**config.mk**
```make
export PLATFORM = sky130hd
export DESIGN_NAME = mpi_mii_top
export DESIGN_NICKNAME = d
export VERILOG_FILES = /design/src/design/mpi_pkg.sv /design/src/design/mpi_mgmt_port.sv /design/src/design/mpi_mii_top.sv
export SDC_FILE = /design/constraint.sdc
export NUM_CORES = 1
export LEC_CHECK = 0
export BUFFER_PORTS_ARGS = -buffer_cell sky130_fd_sc_hd__buf_2
export CORE_UTILIZATION = 30
export DETAILED_ROUTE_END_ITERATION = 12
export GPL_TIMING_DRIVEN = 0
export HOLD_SLACK_MARGIN = 0.06
export SYNTH_ARGS = -nofsm -noshare
export SYNTH_HDL_FRONTEND = slang
export SYNTH_SLANG_ARGS = --single-unit
```
**constraint.sdc**
```tcl
create_clock -name sys_clk_i -period 2.55 [get_ports sys_clk_i]
set_input_delay 0.255 -clock sys_clk_i [delete_from_list [all_inputs] [get_ports sys_clk_i]]
set_output_delay 0.255 -clock sys_clk_i [all_outputs]
set_load 0.02 [all_outputs]
```
**src/design/mpi_pkg.sv**
```systemverilog
// Constants and types shared by the MII pin interface and management port
package mpi_pkg;

    // ==========================================================
    // Clocking
    // ==========================================================
    localparam int unsigned MGMT_DIV_W     = 8;

    // ==========================================================
    // Widths
    // ==========================================================
    localparam int unsigned NIBBLE_W       = 4;
    localparam int unsigned ADDR_W         = 5;
    localparam int unsigned MGMT_DATA_W    = 16;
    localparam int unsigned MGMT_FRAME_W   = 64;
    localparam int unsigned BIT_CNT_W      = 6;

    // ==========================================================
    // Management frame layout
    // ==========================================================
    localparam logic [31:0] MGMT_PREAMBLE  = 32'hFFFF_FFFF;
    localparam logic [1:0]  MGMT_START     = 2'h1;
    localparam logic [1:0]  MGMT_OP_READ   = 2'h2;
    localparam logic [1:0]  MGMT_OP_WRITE  = 2'h1;
    localparam logic [1:0]  MGMT_TA_WRITE  = 2'h2;
    localparam logic [BIT_CNT_W-1:0] MGMT_LAST_BIT   = 6'h3F;
    localparam logic [BIT_CNT_W-1:0] MGMT_TA_RELEASE = 6'h2F;
    localparam logic [BIT_CNT_W-1:0] MGMT_DATA_FIRST = 6'h30;

    // ==========================================================
    // Synchroniser bit positions
    // ==========================================================
    localparam int unsigned SY_W    = 11;
    localparam int unsigned SY_RXD  = 0;
    localparam int unsigned SY_RXER = 4;
    localparam int unsigned SY_RXDV = 5;
    localparam int unsigned SY_RXCK = 6;
    localparam int unsigned SY_TXCK = 7;
    localparam int unsigned SY_CRS  = 8;
    localparam int unsigned SY_COL  = 9;
    localparam int unsigned SY_MDI  = 10;

    // ==========================================================
    // Reset values
    // ==========================================================
    localparam logic [NIBBLE_W-1:0]    NIBBLE_RST = 4'h0;
    localparam logic [MGMT_DATA_W-1:0] RDATA_RST  = 16'h0000;
    localparam logic [SY_W-1:0]        SYNC_RST   = 11'h000;

    // ==========================================================
    // State types
    // ==========================================================
    typedef enum logic [0:0] {
        TX_IDLE = 1'b0,
        TX_SEND = 1'b1
    } mpi_tx_state_t;

    typedef enum logic [0:0] {
        MG_IDLE = 1'b0,
        MG_RUN  = 1'b1
    } mpi_mgmt_state_t;

endpackage

```
**src/design/mpi_mgmt_port.sv**
```systemverilog
// Management data port: clock divider and access frame shifter
`timescale 1ns/10ps
`default_nettype none

module mpi_mgmt_port (
    input  wire logic                              sys_clk_i,
    input  wire logic                              resetn_i,
    input  wire logic [mpi_pkg::MGMT_DIV_W-1:0]   divider_i,
    input  wire logic                              start_i,
    input  wire logic                              read_i,
    input  wire logic [mpi_pkg::ADDR_W-1:0]       phy_addr_i,
    input  wire logic [mpi_pkg::ADDR_W-1:0]       reg_addr_i,
    input  wire logic [mpi_pkg::MGMT_DATA_W-1:0]  wdata_i,
    input  wire logic                              data_sync_i,
    output logic                                   busy_o,
    output logic                                   done_o,
    output logic [mpi_pkg::MGMT_DATA_W-1:0]       rdata_o,
    output logic                                   mgmt_clock_o,
    output logic                                   mgmt_data_o,
    output logic                                   mgmt_data_oe_o
);
    import mpi_pkg::*;

    mpi_mgmt_state_t           state_reg, state_next;
    logic [MGMT_DIV_W-1:0]     div_reg, div_next;
    logic [BIT_CNT_W-1:0]      bit_reg, bit_next;
    logic [MGMT_FRAME_W-1:0]   shift_reg, shift_next;
    logic [MGMT_DATA_W-1:0]    rdata_reg, rdata_next;
    logic                      rd_reg, rd_next;
    logic                      mdc_reg, mdc_next;
    logic                      dout_reg, dout_next;
    logic                      oe_reg, oe_next;
    logic                      busy_reg, busy_next;
    logic                      done_reg, done_next;

    // ==========================================================
    // Frame sequencing
    // ==========================================================
    always_comb begin
        state_next = state_reg;
        div_next   = div_reg;
        bit_next   = bit_reg;
        shift_next = shift_reg;
        rdata_next = rdata_reg;
        rd_next    = rd_reg;
        mdc_next   = mdc_reg;
        dout_next  = dout_reg;
        oe_next    = oe_reg;
        busy_next  = busy_reg;
        done_next  = 1'b0;
        case (state_reg)
            MG_IDLE: begin
                if (start_i) begin
                    shift_next = {MGMT_PREAMBLE, MGMT_START,
                                  read_i ? MGMT_OP_READ : MGMT_OP_WRITE,
                                  phy_addr_i, reg_addr_i, MGMT_TA_WRITE,
                                  read_i ? RDATA_RST : wdata_i};
                    rd_next    = read_i;
                    bit_next   = '0;
                    div_next   = '0;
                    mdc_next   = 1'b0;
                    dout_next  = MGMT_PREAMBLE[31];
                    oe_next    = 1'b1;
                    busy_next  = 1'b1;
                    state_next = MG_RUN;
                end
            end
            MG_RUN: begin
                if (div_reg == divider_i) begin
                    div_next = '0;
                    if (!mdc_reg) begin
                        mdc_next = 1'b1;
                        if (rd_reg && bit_reg >= MGMT_DATA_FIRST) begin
                            rdata_next = {rdata_reg[MGMT_DATA_W-2:0],
                                          data_sync_i};
                        end
                    end else begin
                        mdc_next = 1'b0;
                        if (bit_reg == MGMT_LAST_BIT) begin
                            oe_next    = 1'b0;
                            dout_next  = 1'b1;
                            busy_next  = 1'b0;
                            done_next  = 1'b1;
                            state_next = MG_IDLE;
                        end else begin
                            bit_next   = bit_reg + 1'b1;
                            shift_next = {shift_reg[MGMT_FRAME_W-2:0], 1'b0};
                            dout_next  = shift_reg[MGMT_FRAME_W-2];
                            oe_next    = !(rd_reg &&
                                           bit_next >= MGMT_TA_RELEASE);
                        end
                    end
                end else begin
                    div_next = div_reg + 1'b1;
                end
            end
            default: begin
                state_next = MG_IDLE;
            end
        endcase
    end

    always_ff @(posedge sys_clk_i or negedge resetn_i) begin
        if (!resetn_i) begin
            state_reg <= MG_IDLE;
            div_reg   <= '0;
            bit_reg   <= '0;
            shift_reg <= '0;
            rdata_reg <= RDATA_RST;
            rd_reg    <= 1'b0;
            mdc_reg   <= 1'b0;
            dout_reg  <= 1'b1;
            oe_reg    <= 1'b0;
            busy_reg  <= 1'b0;
            done_reg  <= 1'b0;
        end else begin
            state_reg <= state_next;
            div_reg   <= div_next;
            bit_reg   <= bit_next;
            shift_reg <= shift_next;
            rdata_reg <= rdata_next;
            rd_reg    <= rd_next;
            mdc_reg   <= mdc_next;
            dout_reg  <= dout_next;
            oe_reg    <= oe_next;
            busy_reg  <= busy_next;
            done_reg  <= done_next;
        end
    end

    assign busy_o         = busy_reg;
    assign done_o         = done_reg;
    assign rdata_o        = rdata_reg;
    assign mgmt_clock_o   = mdc_reg;
    assign mgmt_data_o    = dout_reg;
    assign mgmt_data_oe_o = oe_reg;

endmodule // mpi_mgmt_port

`default_nettype wire

```
**src/design/mpi_mii_top.sv**
```systemverilog
// MII pin interface of a 10/100 MAC with its management data port
// Notes on behaviour
// PHY supplies free-running transmit clock; transmit outputs follow it.
// Transmit error output is held low permanently.
// Transmit data is a 4-bit nibble, bit 0 least significant.
// Transmit enable asserted with nibbles, changed on transmit clock.
// PHY holds collision high while a half-duplex collision lasts.
// Full duplex: collision blocks new packets; current packet completes.
// Collision input should be tied low when flow control unused.
// PHY asserts carrier sense while either direction is busy.
// Carrier sense should be held low in full duplex.
// PHY supplies free-running receive clock timing all receive inputs.
// Receive nibbles captured only while data-valid is asserted.
// PHY drives data-valid with receive clock while nibbles flow.
// Receive error honoured only while data-valid is active.
// Management clock made here by a programmable divider.
// Access frame sent in order: start, opcode, addresses, data.
// Management pin driven except read data bits, which are sampled, and the second read turnaround bit.
// MAC inside talks to an outside PHY through the MII.
// Collision and carrier sense pass a two-stage synchroniser first.
// Frame: 32 ones, 01, opcode, 5+5 address, turnaround, 16 data.
`timescale 1ns/10ps
`default_nettype none

module mpi_mii_top (
    input  wire logic                              sys_clk_i,
    input  wire logic                              resetn_i,
    input  wire logic                              duplex_full_i,
    input  wire logic [mpi_pkg::NIBBLE_W-1:0]     tx_data_i,
    input  wire logic                              tx_valid_i,
    input  wire logic                              tx_last_i,
    output logic                                   tx_take_o,
    output logic                                   tx_busy_o,
    output logic [mpi_pkg::NIBBLE_W-1:0]          rx_data_o,
    output logic                                   rx_valid_o,
    output logic                                   rx_error_o,
    output logic                                   rx_end_o,
    output logic                                   collision_o,
    output logic                                   carrier_o,
    input  wire logic                              tx_nibble_clock_i,
    output logic [mpi_pkg::NIBBLE_W-1:0]          tx_nibble_o,
    output logic                                   tx_nibble_enable_o,
    output logic                                   tx_error_out_o,
    input  wire logic                              collision_in_i,
    input  wire logic                              carrier_sense_in_i,
    input  wire logic                              rx_nibble_clock_i,
    input  wire logic [mpi_pkg::NIBBLE_W-1:0]     rx_nibble_i,
    input  wire logic                              rx_nibble_valid_i,
    input  wire logic                              rx_error_in_i,
    input  wire logic [mpi_pkg::MGMT_DIV_W-1:0]   mgmt_clock_divider_i,
    input  wire logic                              mgmt_start_i,
    input  wire logic                              mgmt_read_i,
    input  wire logic [mpi_pkg::ADDR_W-1:0]       mgmt_phy_addr_i,
    input  wire logic [mpi_pkg::ADDR_W-1:0]       mgmt_reg_addr_i,
    input  wire logic [mpi_pkg::MGMT_DATA_W-1:0]  mgmt_wdata_i,
    output logic                                   mgmt_busy_o,
    output logic                                   mgmt_done_o,
    output logic [mpi_pkg::MGMT_DATA_W-1:0]       mgmt_rdata_o,
    output logic                                   mgmt_clock_o,
    output logic                                   mgmt_data_o,
    output logic                                   mgmt_data_oe_o,
    input  wire logic                              mgmt_data_i
);
    import mpi_pkg::*;

    // ==========================================================
    // Pin synchronisers
    // ==========================================================
    logic [SY_W-1:0] sync1_reg, sync1_next;
    logic [SY_W-1:0] sync2_reg, sync2_next;
    logic            txck_prev_reg, txck_prev_next;
    logic            rxck_prev_reg, rxck_prev_next;
    logic            tx_edge;
    logic            rx_fall;

    always_comb begin
        sync1_next = {mgmt_data_i, collision_in_i, carrier_sense_in_i,
                      tx_nibble_clock_i, rx_nibble_clock_i,
                      rx_nibble_valid_i, rx_error_in_i, rx_nibble_i};
        sync2_next     = sync1_reg;
        txck_prev_next = sync2_reg[SY_TXCK];
        rxck_prev_next = sync2_reg[SY_RXCK];
    end

    always_ff @(posedge sys_clk_i or negedge resetn_i) begin
        if (!resetn_i) begin
            sync1_reg     <= SYNC_RST;
            sync2_reg     <= SYNC_RST;
            txck_prev_reg <= 1'b0;
            rxck_prev_reg <= 1'b0;
        end else begin
            sync1_reg     <= sync1_next;
            sync2_reg     <= sync2_next;
            txck_prev_reg <= txck_prev_next;
            rxck_prev_reg <= rxck_prev_next;
        end
    end

    // Rising transmit clock, falling receive clock (mid nibble)
    assign tx_edge = sync2_reg[SY_TXCK] && !txck_prev_reg;
    assign rx_fall = !sync2_reg[SY_RXCK] && rxck_prev_reg;

    assign collision_o = sync2_reg[SY_COL];
    assign carrier_o   = sync2_reg[SY_CRS];

    // ==========================================================
    // Transmit path
    // ==========================================================
    mpi_tx_state_t          tx_state_reg, tx_state_next;
    logic [NIBBLE_W-1:0]    txd_reg, txd_next;
    logic                   txen_reg, txen_next;
    logic                   take_reg, take_next;
    logic                   txer_reg;
    logic                   tx_may_start;

    // Full duplex: collision is flow control; half duplex: defer on carrier
    assign tx_may_start = duplex_full_i ? !sync2_reg[SY_COL]
                                        : !sync2_reg[SY_CRS];

    always_comb begin
        tx_state_next = tx_state_reg;
        txd_next      = txd_reg;
        txen_next     = txen_reg;
        take_next     = 1'b0;
        if (tx_edge) begin
            case (tx_state_reg)
                TX_IDLE: begin
                    if (tx_valid_i && tx_may_start) begin
                        txd_next      = tx_data_i;
                        txen_next     = 1'b1;
                        take_next     = 1'b1;
                        tx_state_next = tx_last_i ? TX_IDLE : TX_SEND;
                    end else begin
                        txen_next = 1'b0;
                    end
                end
                TX_SEND: begin
                    // A started packet runs on regardless of collision
                    if (tx_valid_i) begin
                        txd_next      = tx_data_i;
                        txen_next     = 1'b1;
                        take_next     = 1'b1;
                        tx_state_next = tx_last_i ? TX_IDLE : TX_SEND;
                    end else begin
                        txen_next     = 1'b0;
                        tx_state_next = TX_IDLE;
                    end
                end
                default: begin
                    txen_next     = 1'b0;
                    tx_state_next = TX_IDLE;
                end
            endcase
        end
    end

    always_ff @(posedge sys_clk_i or negedge resetn_i) begin
        if (!resetn_i) begin
            tx_state_reg <= TX_IDLE;
            txd_reg      <= NIBBLE_RST;
            txen_reg     <= 1'b0;
            take_reg     <= 1'b0;
            txer_reg     <= 1'b0;
        end else begin
            tx_state_reg <= tx_state_next;
            txd_reg      <= txd_next;
            txen_reg     <= txen_next;
            take_reg     <= take_next;
            txer_reg     <= 1'b0;
        end
    end

    assign tx_nibble_o        = txd_reg;
    assign tx_nibble_enable_o = txen_reg;
    assign tx_error_out_o     = txer_reg;
    assign tx_take_o          = take_reg;
    assign tx_busy_o          = txen_reg;

    // ==========================================================
    // Receive path
    // ==========================================================
    logic [NIBBLE_W-1:0] rxd_reg, rxd_next;
    logic                rxv_reg, rxv_next;
    logic                rxe_reg, rxe_next;
    logic                rxend_reg, rxend_next;
    logic                dv_prev_reg, dv_prev_next;

    always_comb begin
        rxd_next     = rxd_reg;
        rxv_next     = 1'b0;
        rxe_next     = 1'b0;
        rxend_next   = 1'b0;
        dv_prev_next = dv_prev_reg;
        if (rx_fall) begin
            dv_prev_next = sync2_reg[SY_RXDV];
            if (sync2_reg[SY_RXDV]) begin
                rxd_next = sync2_reg[SY_RXD +: NIBBLE_W];
                rxv_next = 1'b1;
                rxe_next = sync2_reg[SY_RXER];
            end else if (dv_prev_reg) begin
                rxend_next = 1'b1;
            end
        end
    end

    always_ff @(posedge sys_clk_i or negedge resetn_i) begin
        if (!resetn_i) begin
            rxd_reg     <= NIBBLE_RST;
            rxv_reg     <= 1'b0;
            rxe_reg     <= 1'b0;
            rxend_reg   <= 1'b0;
            dv_prev_reg <= 1'b0;
        end else begin
            rxd_reg     <= rxd_next;
            rxv_reg     <= rxv_next;
            rxe_reg     <= rxe_next;
            rxend_reg   <= rxend_next;
            dv_prev_reg <= dv_prev_next;
        end
    end

    assign rx_data_o  = rxd_reg;
    assign rx_valid_o = rxv_reg;
    assign rx_error_o = rxe_reg;
    assign rx_end_o   = rxend_reg;

    // ==========================================================
    // Management data port
    // ==========================================================
    mpi_mgmt_port u_mgmt (
        .sys_clk_i      (sys_clk_i),
        .resetn_i       (resetn_i),
        .divider_i      (mgmt_clock_divider_i),
        .start_i        (mgmt_start_i),
        .read_i         (mgmt_read_i),
        .phy_addr_i     (mgmt_phy_addr_i),
        .reg_addr_i     (mgmt_reg_addr_i),
        .wdata_i        (mgmt_wdata_i),
        .data_sync_i    (sync2_reg[SY_MDI]),
        .busy_o         (mgmt_busy_o),
        .done_o         (mgmt_done_o),
        .rdata_o        (mgmt_rdata_o),
        .mgmt_clock_o   (mgmt_clock_o),
        .mgmt_data_o    (mgmt_data_o),
        .mgmt_data_oe_o (mgmt_data_oe_o)
    );

endmodule // mpi_mii_top

`default_nettype wire

```
* After elaboration in Yosys (flattened, before gate mapping)
Index checks and enable logic that the tools add are counted.
Storage, ports and cells: register bits 139, input bits 56, output and inout bits 38, logic and storage cells 118
Cells by class: $add $sub $neg 2, order comparisons 2, equal/unequal tests 9, muxes and demuxes 60, bitwise gates (word level) 3, reductions and logical operators 18
Operators by type and width (number):
- $mux W63 | 4
- $pmux W63 S2 | 1
- $mux W1 | 35
- $mux W6 | 4
- $mux W16 | 1
- $mux W8 | 2
- $pmux W8 S2 | 1
- $ne A2 B2 Y1 const B | 7
- $pmux W1 S2 | 7
- $ge A6 B6 Y1 const B | 2
- $pmux W6 S2 | 1
- $reduce_and A4 Y1 | 3
- $add A8 B1 Y8 const B | 1
- $eq A8 B8 Y1 | 1
- $mux W4 | 2
- $pmux W4 S2 | 1
- $add A6 B1 Y6 const B | 1
- $eq A6 B6 Y1 const B | 1
- $reduce_and A2 Y1 | 3
- $reduce_and A3 Y1 | 2
- $logic_and A1 B1 Y1 | 5
- $logic_not A1 Y1 | 5
- $not A1 Y1 | 3
- $mux W2 | 1

* Logic depth before layout (Yosys ltp)
word-level depth 8, mapped depth 8, depth with buffers taken out 6

* Modules after synthesis
Synthesis repeated with hierarchy kept, for this count alone.
Second synthesis, totals: cells, all modules 506, area total of the unflattened synthesis 5686.7 um2
Modules (own cells, without submodules):
- mpi_mgmt_port | times used 1, cells each 440, area each 4496.8 um2, sequential area each 2503.7 um2
- mpi_mii_top | times used 1, cells each 66, area each 1189.9 um2, sequential area each 975.9 um2

* Worst setup path before layout
Ideal clock, no wire load.
kind register -> register, start point register u_mgmt.bit_reg[0], end point register u_mgmt.bit_reg[3], library setup time 0.122 ns, data arrival time 2.004 ns, required time 2.428 ns, slack 0.425 ns, cell stages (with the launch flop) 8, buffers on the path 2, clock period less this slack 2.125 ns, path through dfrtp_1 -> ha_1 -> nand3_1 -> nor2_1 -> or4_4 -> buf_6 -> buf_6 -> a32o_1
Between the ends: longest elaborated chain between the ends 5
Ends and longest elaborated chain:
- from (decl) | RTL line mpi_mgmt_port.sv:26 | logic [BIT_CNT_W-1:0] bit_reg, bit_next;
- from (signal assigned) | RTL line mpi_mgmt_port.sv:119 | bit_reg <= bit_next;
- $add A6 B1 Y6 | RTL line mpi_mgmt_port.sv:86 | bit_next = bit_reg + 1'b1;
- $mux W6 | RTL line mpi_mgmt_port.sv:79 | if (bit_reg == MGMT_LAST_BIT) begin
- $mux W6 | RTL line mpi_mgmt_port.sv:71 | if (!mdc_reg) begin
- $mux W6 | RTL line mpi_mgmt_port.sv:69 | if (div_reg == divider_i) begin
- $pmux W6 S2 | RTL line mpi_mgmt_port.sv:51 | case (state_reg)
Parallel ways exist; a longest one is shown, timed or not. The select of a mux whose other input is x is not followed. A chain may end at the register's enable or synchronous reset.

* Worst setup path after layout
start point register u_mgmt.bit_reg[0], end point register u_mgmt.shift_reg[11]
Between the ends: longest elaborated chain between the ends 3
Ends and longest elaborated chain:
- $eq A6 B6 Y1 | RTL line mpi_mgmt_port.sv:79
- $ne A2 B2 Y1 (no source line)
- $reduce_and A4 Y1 (no source line)
- to (signal assigned) | RTL line mpi_mgmt_port.sv:120 | shift_reg <= shift_next;
- to (decl) | RTL line mpi_mgmt_port.sv:27 | logic [MGMT_FRAME_W-1:0] shift_reg, shift_next;
Every way passes these cells.

==> impl_metrics.yaml <==
synthesis:
  yosysWarnings: 0
  synth_nets: 562
  ys_seq_area_frac: 0.585
  synth_flop_cell: "dfrtp_1"
  synthXorXnorAreaFrac: 0.0202
  ys_types: 52
  syn_area_mm2: 0.00595
  synthMuxAreaShare: 0.138
  synth_compound_area_frac: 0.105
  yosys.area_share.simple: 0.0981
  syn_inst: 503
  async_reset_ff_frac: 1.00
  synth_adder_area_share: 0.00631
  synth-seq-cells: 139
  synth_top_family_by_area: "multiplexers"
  synth-edff-count: 0
  avgSynthCellArea_um2: 11.8
timing:
  drv_slew: 0
  slew_headroom: 0.395
  hold_viol_final: 0
  fin_skew_ns: 0.0100
  max_freq_mhz: 426
  period_needed_ns: 2.35
  fin_crit_sh: 0.920
  worst_slew_pin_slew_ns: 0.901
  rsz0062_at_grt: "no"
  setup_viol: 0
  tns_ns: 0
  hold_ws_ns: 0.0799
cts:
  cts.clk_slew.worst_paths_ns: 0.07
  clock-root-buffer: "clkbuf_16"
  htree_levels: 4
  cts.path.max_buffers: 2
  cts_tree: "built"
  numCtsBuffers: 17
  clk_latency_ns: 0.42
  clock_sinks: 139
setup_path:
  arrival_ns: 2.67
  crit_fanout: 10
  r2r_cells: 7
  critPathLaunch: "u_mgmt.bit_reg[0]$_DFFE_PN0P_"
  crit_type: "register to register"
  timing.rr.start: "u_mgmt.bit_reg[0]$_DFFE_PN0P_"
  end_kind: "register"
  crit_required_ns: 2.88
  cp-start-kind: "register"
power:
  p_per_area_mw_per_mm2: 917
  peakVddDrop_mv: 0.436
  total_power_mw: 6.95
  p_leak_nw: 3.69
routing:
  drt-pass1-iter-count: 4
  drt_iter0_drc: 124
  route.detailed.drc: 0
  antenna_left: 0
  routed_wl_mm: 12.3
  vias_per_cell: 4.55
  wire_per_inst_um: 13.5
  via_count: 4135
min_path:
  hp-start: "tx_data_i[1]"
  worstHoldPathCells: 2
  hp-class: "primary input to register"
global_routing:
  grt_max_degree: 86
  grt_overflow: 0
  grt_pass1_wl_mm: 20.4
  track_usage: 0.129
  grt_pass1_vias: 4096
  antenna_found_initial: 0
layout:
  final_common_cell: "dfrtp_1"
  finalNonFillerCells: 908
  syn2layout_area_growth_pct: 27.5
  final_util: 0.389
  nets: 689
  largest_reg_flops: 63
  drive_gt1_frac: 0.303
  layout.cells.most_common_list: "dfrtp_1, buf_2, nor2_1"
  n_antenna_cell: 0
floorplan:
  core_mm2: 0.0195
  boundaryPins: 94
  start_util: 0.305
  row_count: 51
  die_area_mm2: 0.0204
  die_w_um: 143
  die_y_um: 143
place:
  numPortBuffers: 92
  dp_hpwl_mm: 8.32
  placed_cells: 861
  gp_routability_congestion: 0.763
job:
  cap_violations: 0
outcome:
  outcome: "finished clean"
## stage by stage
stage               setup WS, ns  area, µm²
finish                     0.205       7580
floorplan                  0.425       5950
global placement          -0.821       6740
global route              0.0399       7580
detailed placement      -0.00732       6770
CTS                       0.0638       7580
## timing repair
item | 4_1_cts | 5_1_grt
hold buffers | 15 | 0
gates cloned | 0 | 0
endpoints found under the hold margin | 68 | 0
gates resized for setup | 1 | 1
setup endpoints to repair | 10 | 18
buffers inserted | 0 | 0
## layout make-up
| cell class | count | area (µm²) |
|---|---|---|
| Clock inverter | 14 | 219 |
| Tap cell | 265 | 332 |
| Fill cell | 1901 | 11900 |
| Multi-Input combinational cell | 302 | 2200 |
| Clock buffer | 18 | 429 |
| Sequential cell | 139 | 3480 |
| Buffer | 31 | 158 |
| Inverter | 31 | 116 |
| Timing Repair Buffer | 108 | 644 |
## critical path, stage by stage (launching register included)
cell and delay [ns]:
dfrtp_1 0.46, ha_1 0.31, nand3_1 0.18, nor2_2 0.11
or4_4 0.56, buf_2 0.23, buf_2 0.23, a22oi_1 0.17
## cells in the mapped netlist, types with 3 or more instances
cell,n,area share
nor3_1,4,0.0034
nand4_1,4,0.0042
nand3_1,8,0.0067
buf_2,6,0.0051
mux2i_1,37,0.062
inv_1,31,0.020
mux2_2,40,0.076
a21oi_1,3,0.0025
buf_6,3,0.0057
o211ai_1,7,0.0088
buf_4,3,0.0038
xnor2_1,10,0.015
a22oi_1,32,0.040
ha_1,3,0.0063
nor2_1,54,0.034
clkbuf_1,18,0.011
dfrtp_1,138,0.58
o2111ai_1,3,0.0044
a22oi_2,8,0.017
o21ai_0,9,0.0076
nand2_1,46,0.029
## per-layer routing
| metal | part of all wire | GRT usage | routed length [µm] |
|---|---|---|---|
| met4 | 0.011 | 0.0407 | 131 |
| met2 | 0.48 | 0.208 | 5950 |
| met3 | 0.031 | 0.0372 | 387 |
| met5 | 0 | 0 | 0 |
| met1 | 0.47 | 0.168 | 5830 |
## report_power, final
group	switching, mW	internal [mW]
sequential	0.309	2.68
clock	0.965	1.74
combinational	0.637	0.619
## final timing paths
kind / endpoint / slack, ns
setup / recovery: u_mgmt.shift_reg[11]$_DFFE_PN0P_ / 0.20
hold / removal: tx_nibble_o[1]$_DFFE_PN0P_ / 0.08
setup reg to reg: u_mgmt.shift_reg[11]$_DFFE_PN0P_ / 0.20
hold reg to reg: sync2_reg[6]$_DFF_PN0_ / 0.35
max in group asynchronous: u_mgmt.shift_reg[38]$_DFFE_PN0P_ / 1.34
min in group asynchronous: dv_prev_reg$_DFFE_PN0P_ / 0.38
## logic make-up after synthesis
logic type | after synthesis
adders and majority gates | 3
DFF | 139
xor gates and xnor gates | 12
other | 1
buffers and inverters | 62
muxes | 77
AOI/OAI and AO/OA | 79
and+or+nand+nor | 130
Power figures use the tool's default switching activity.
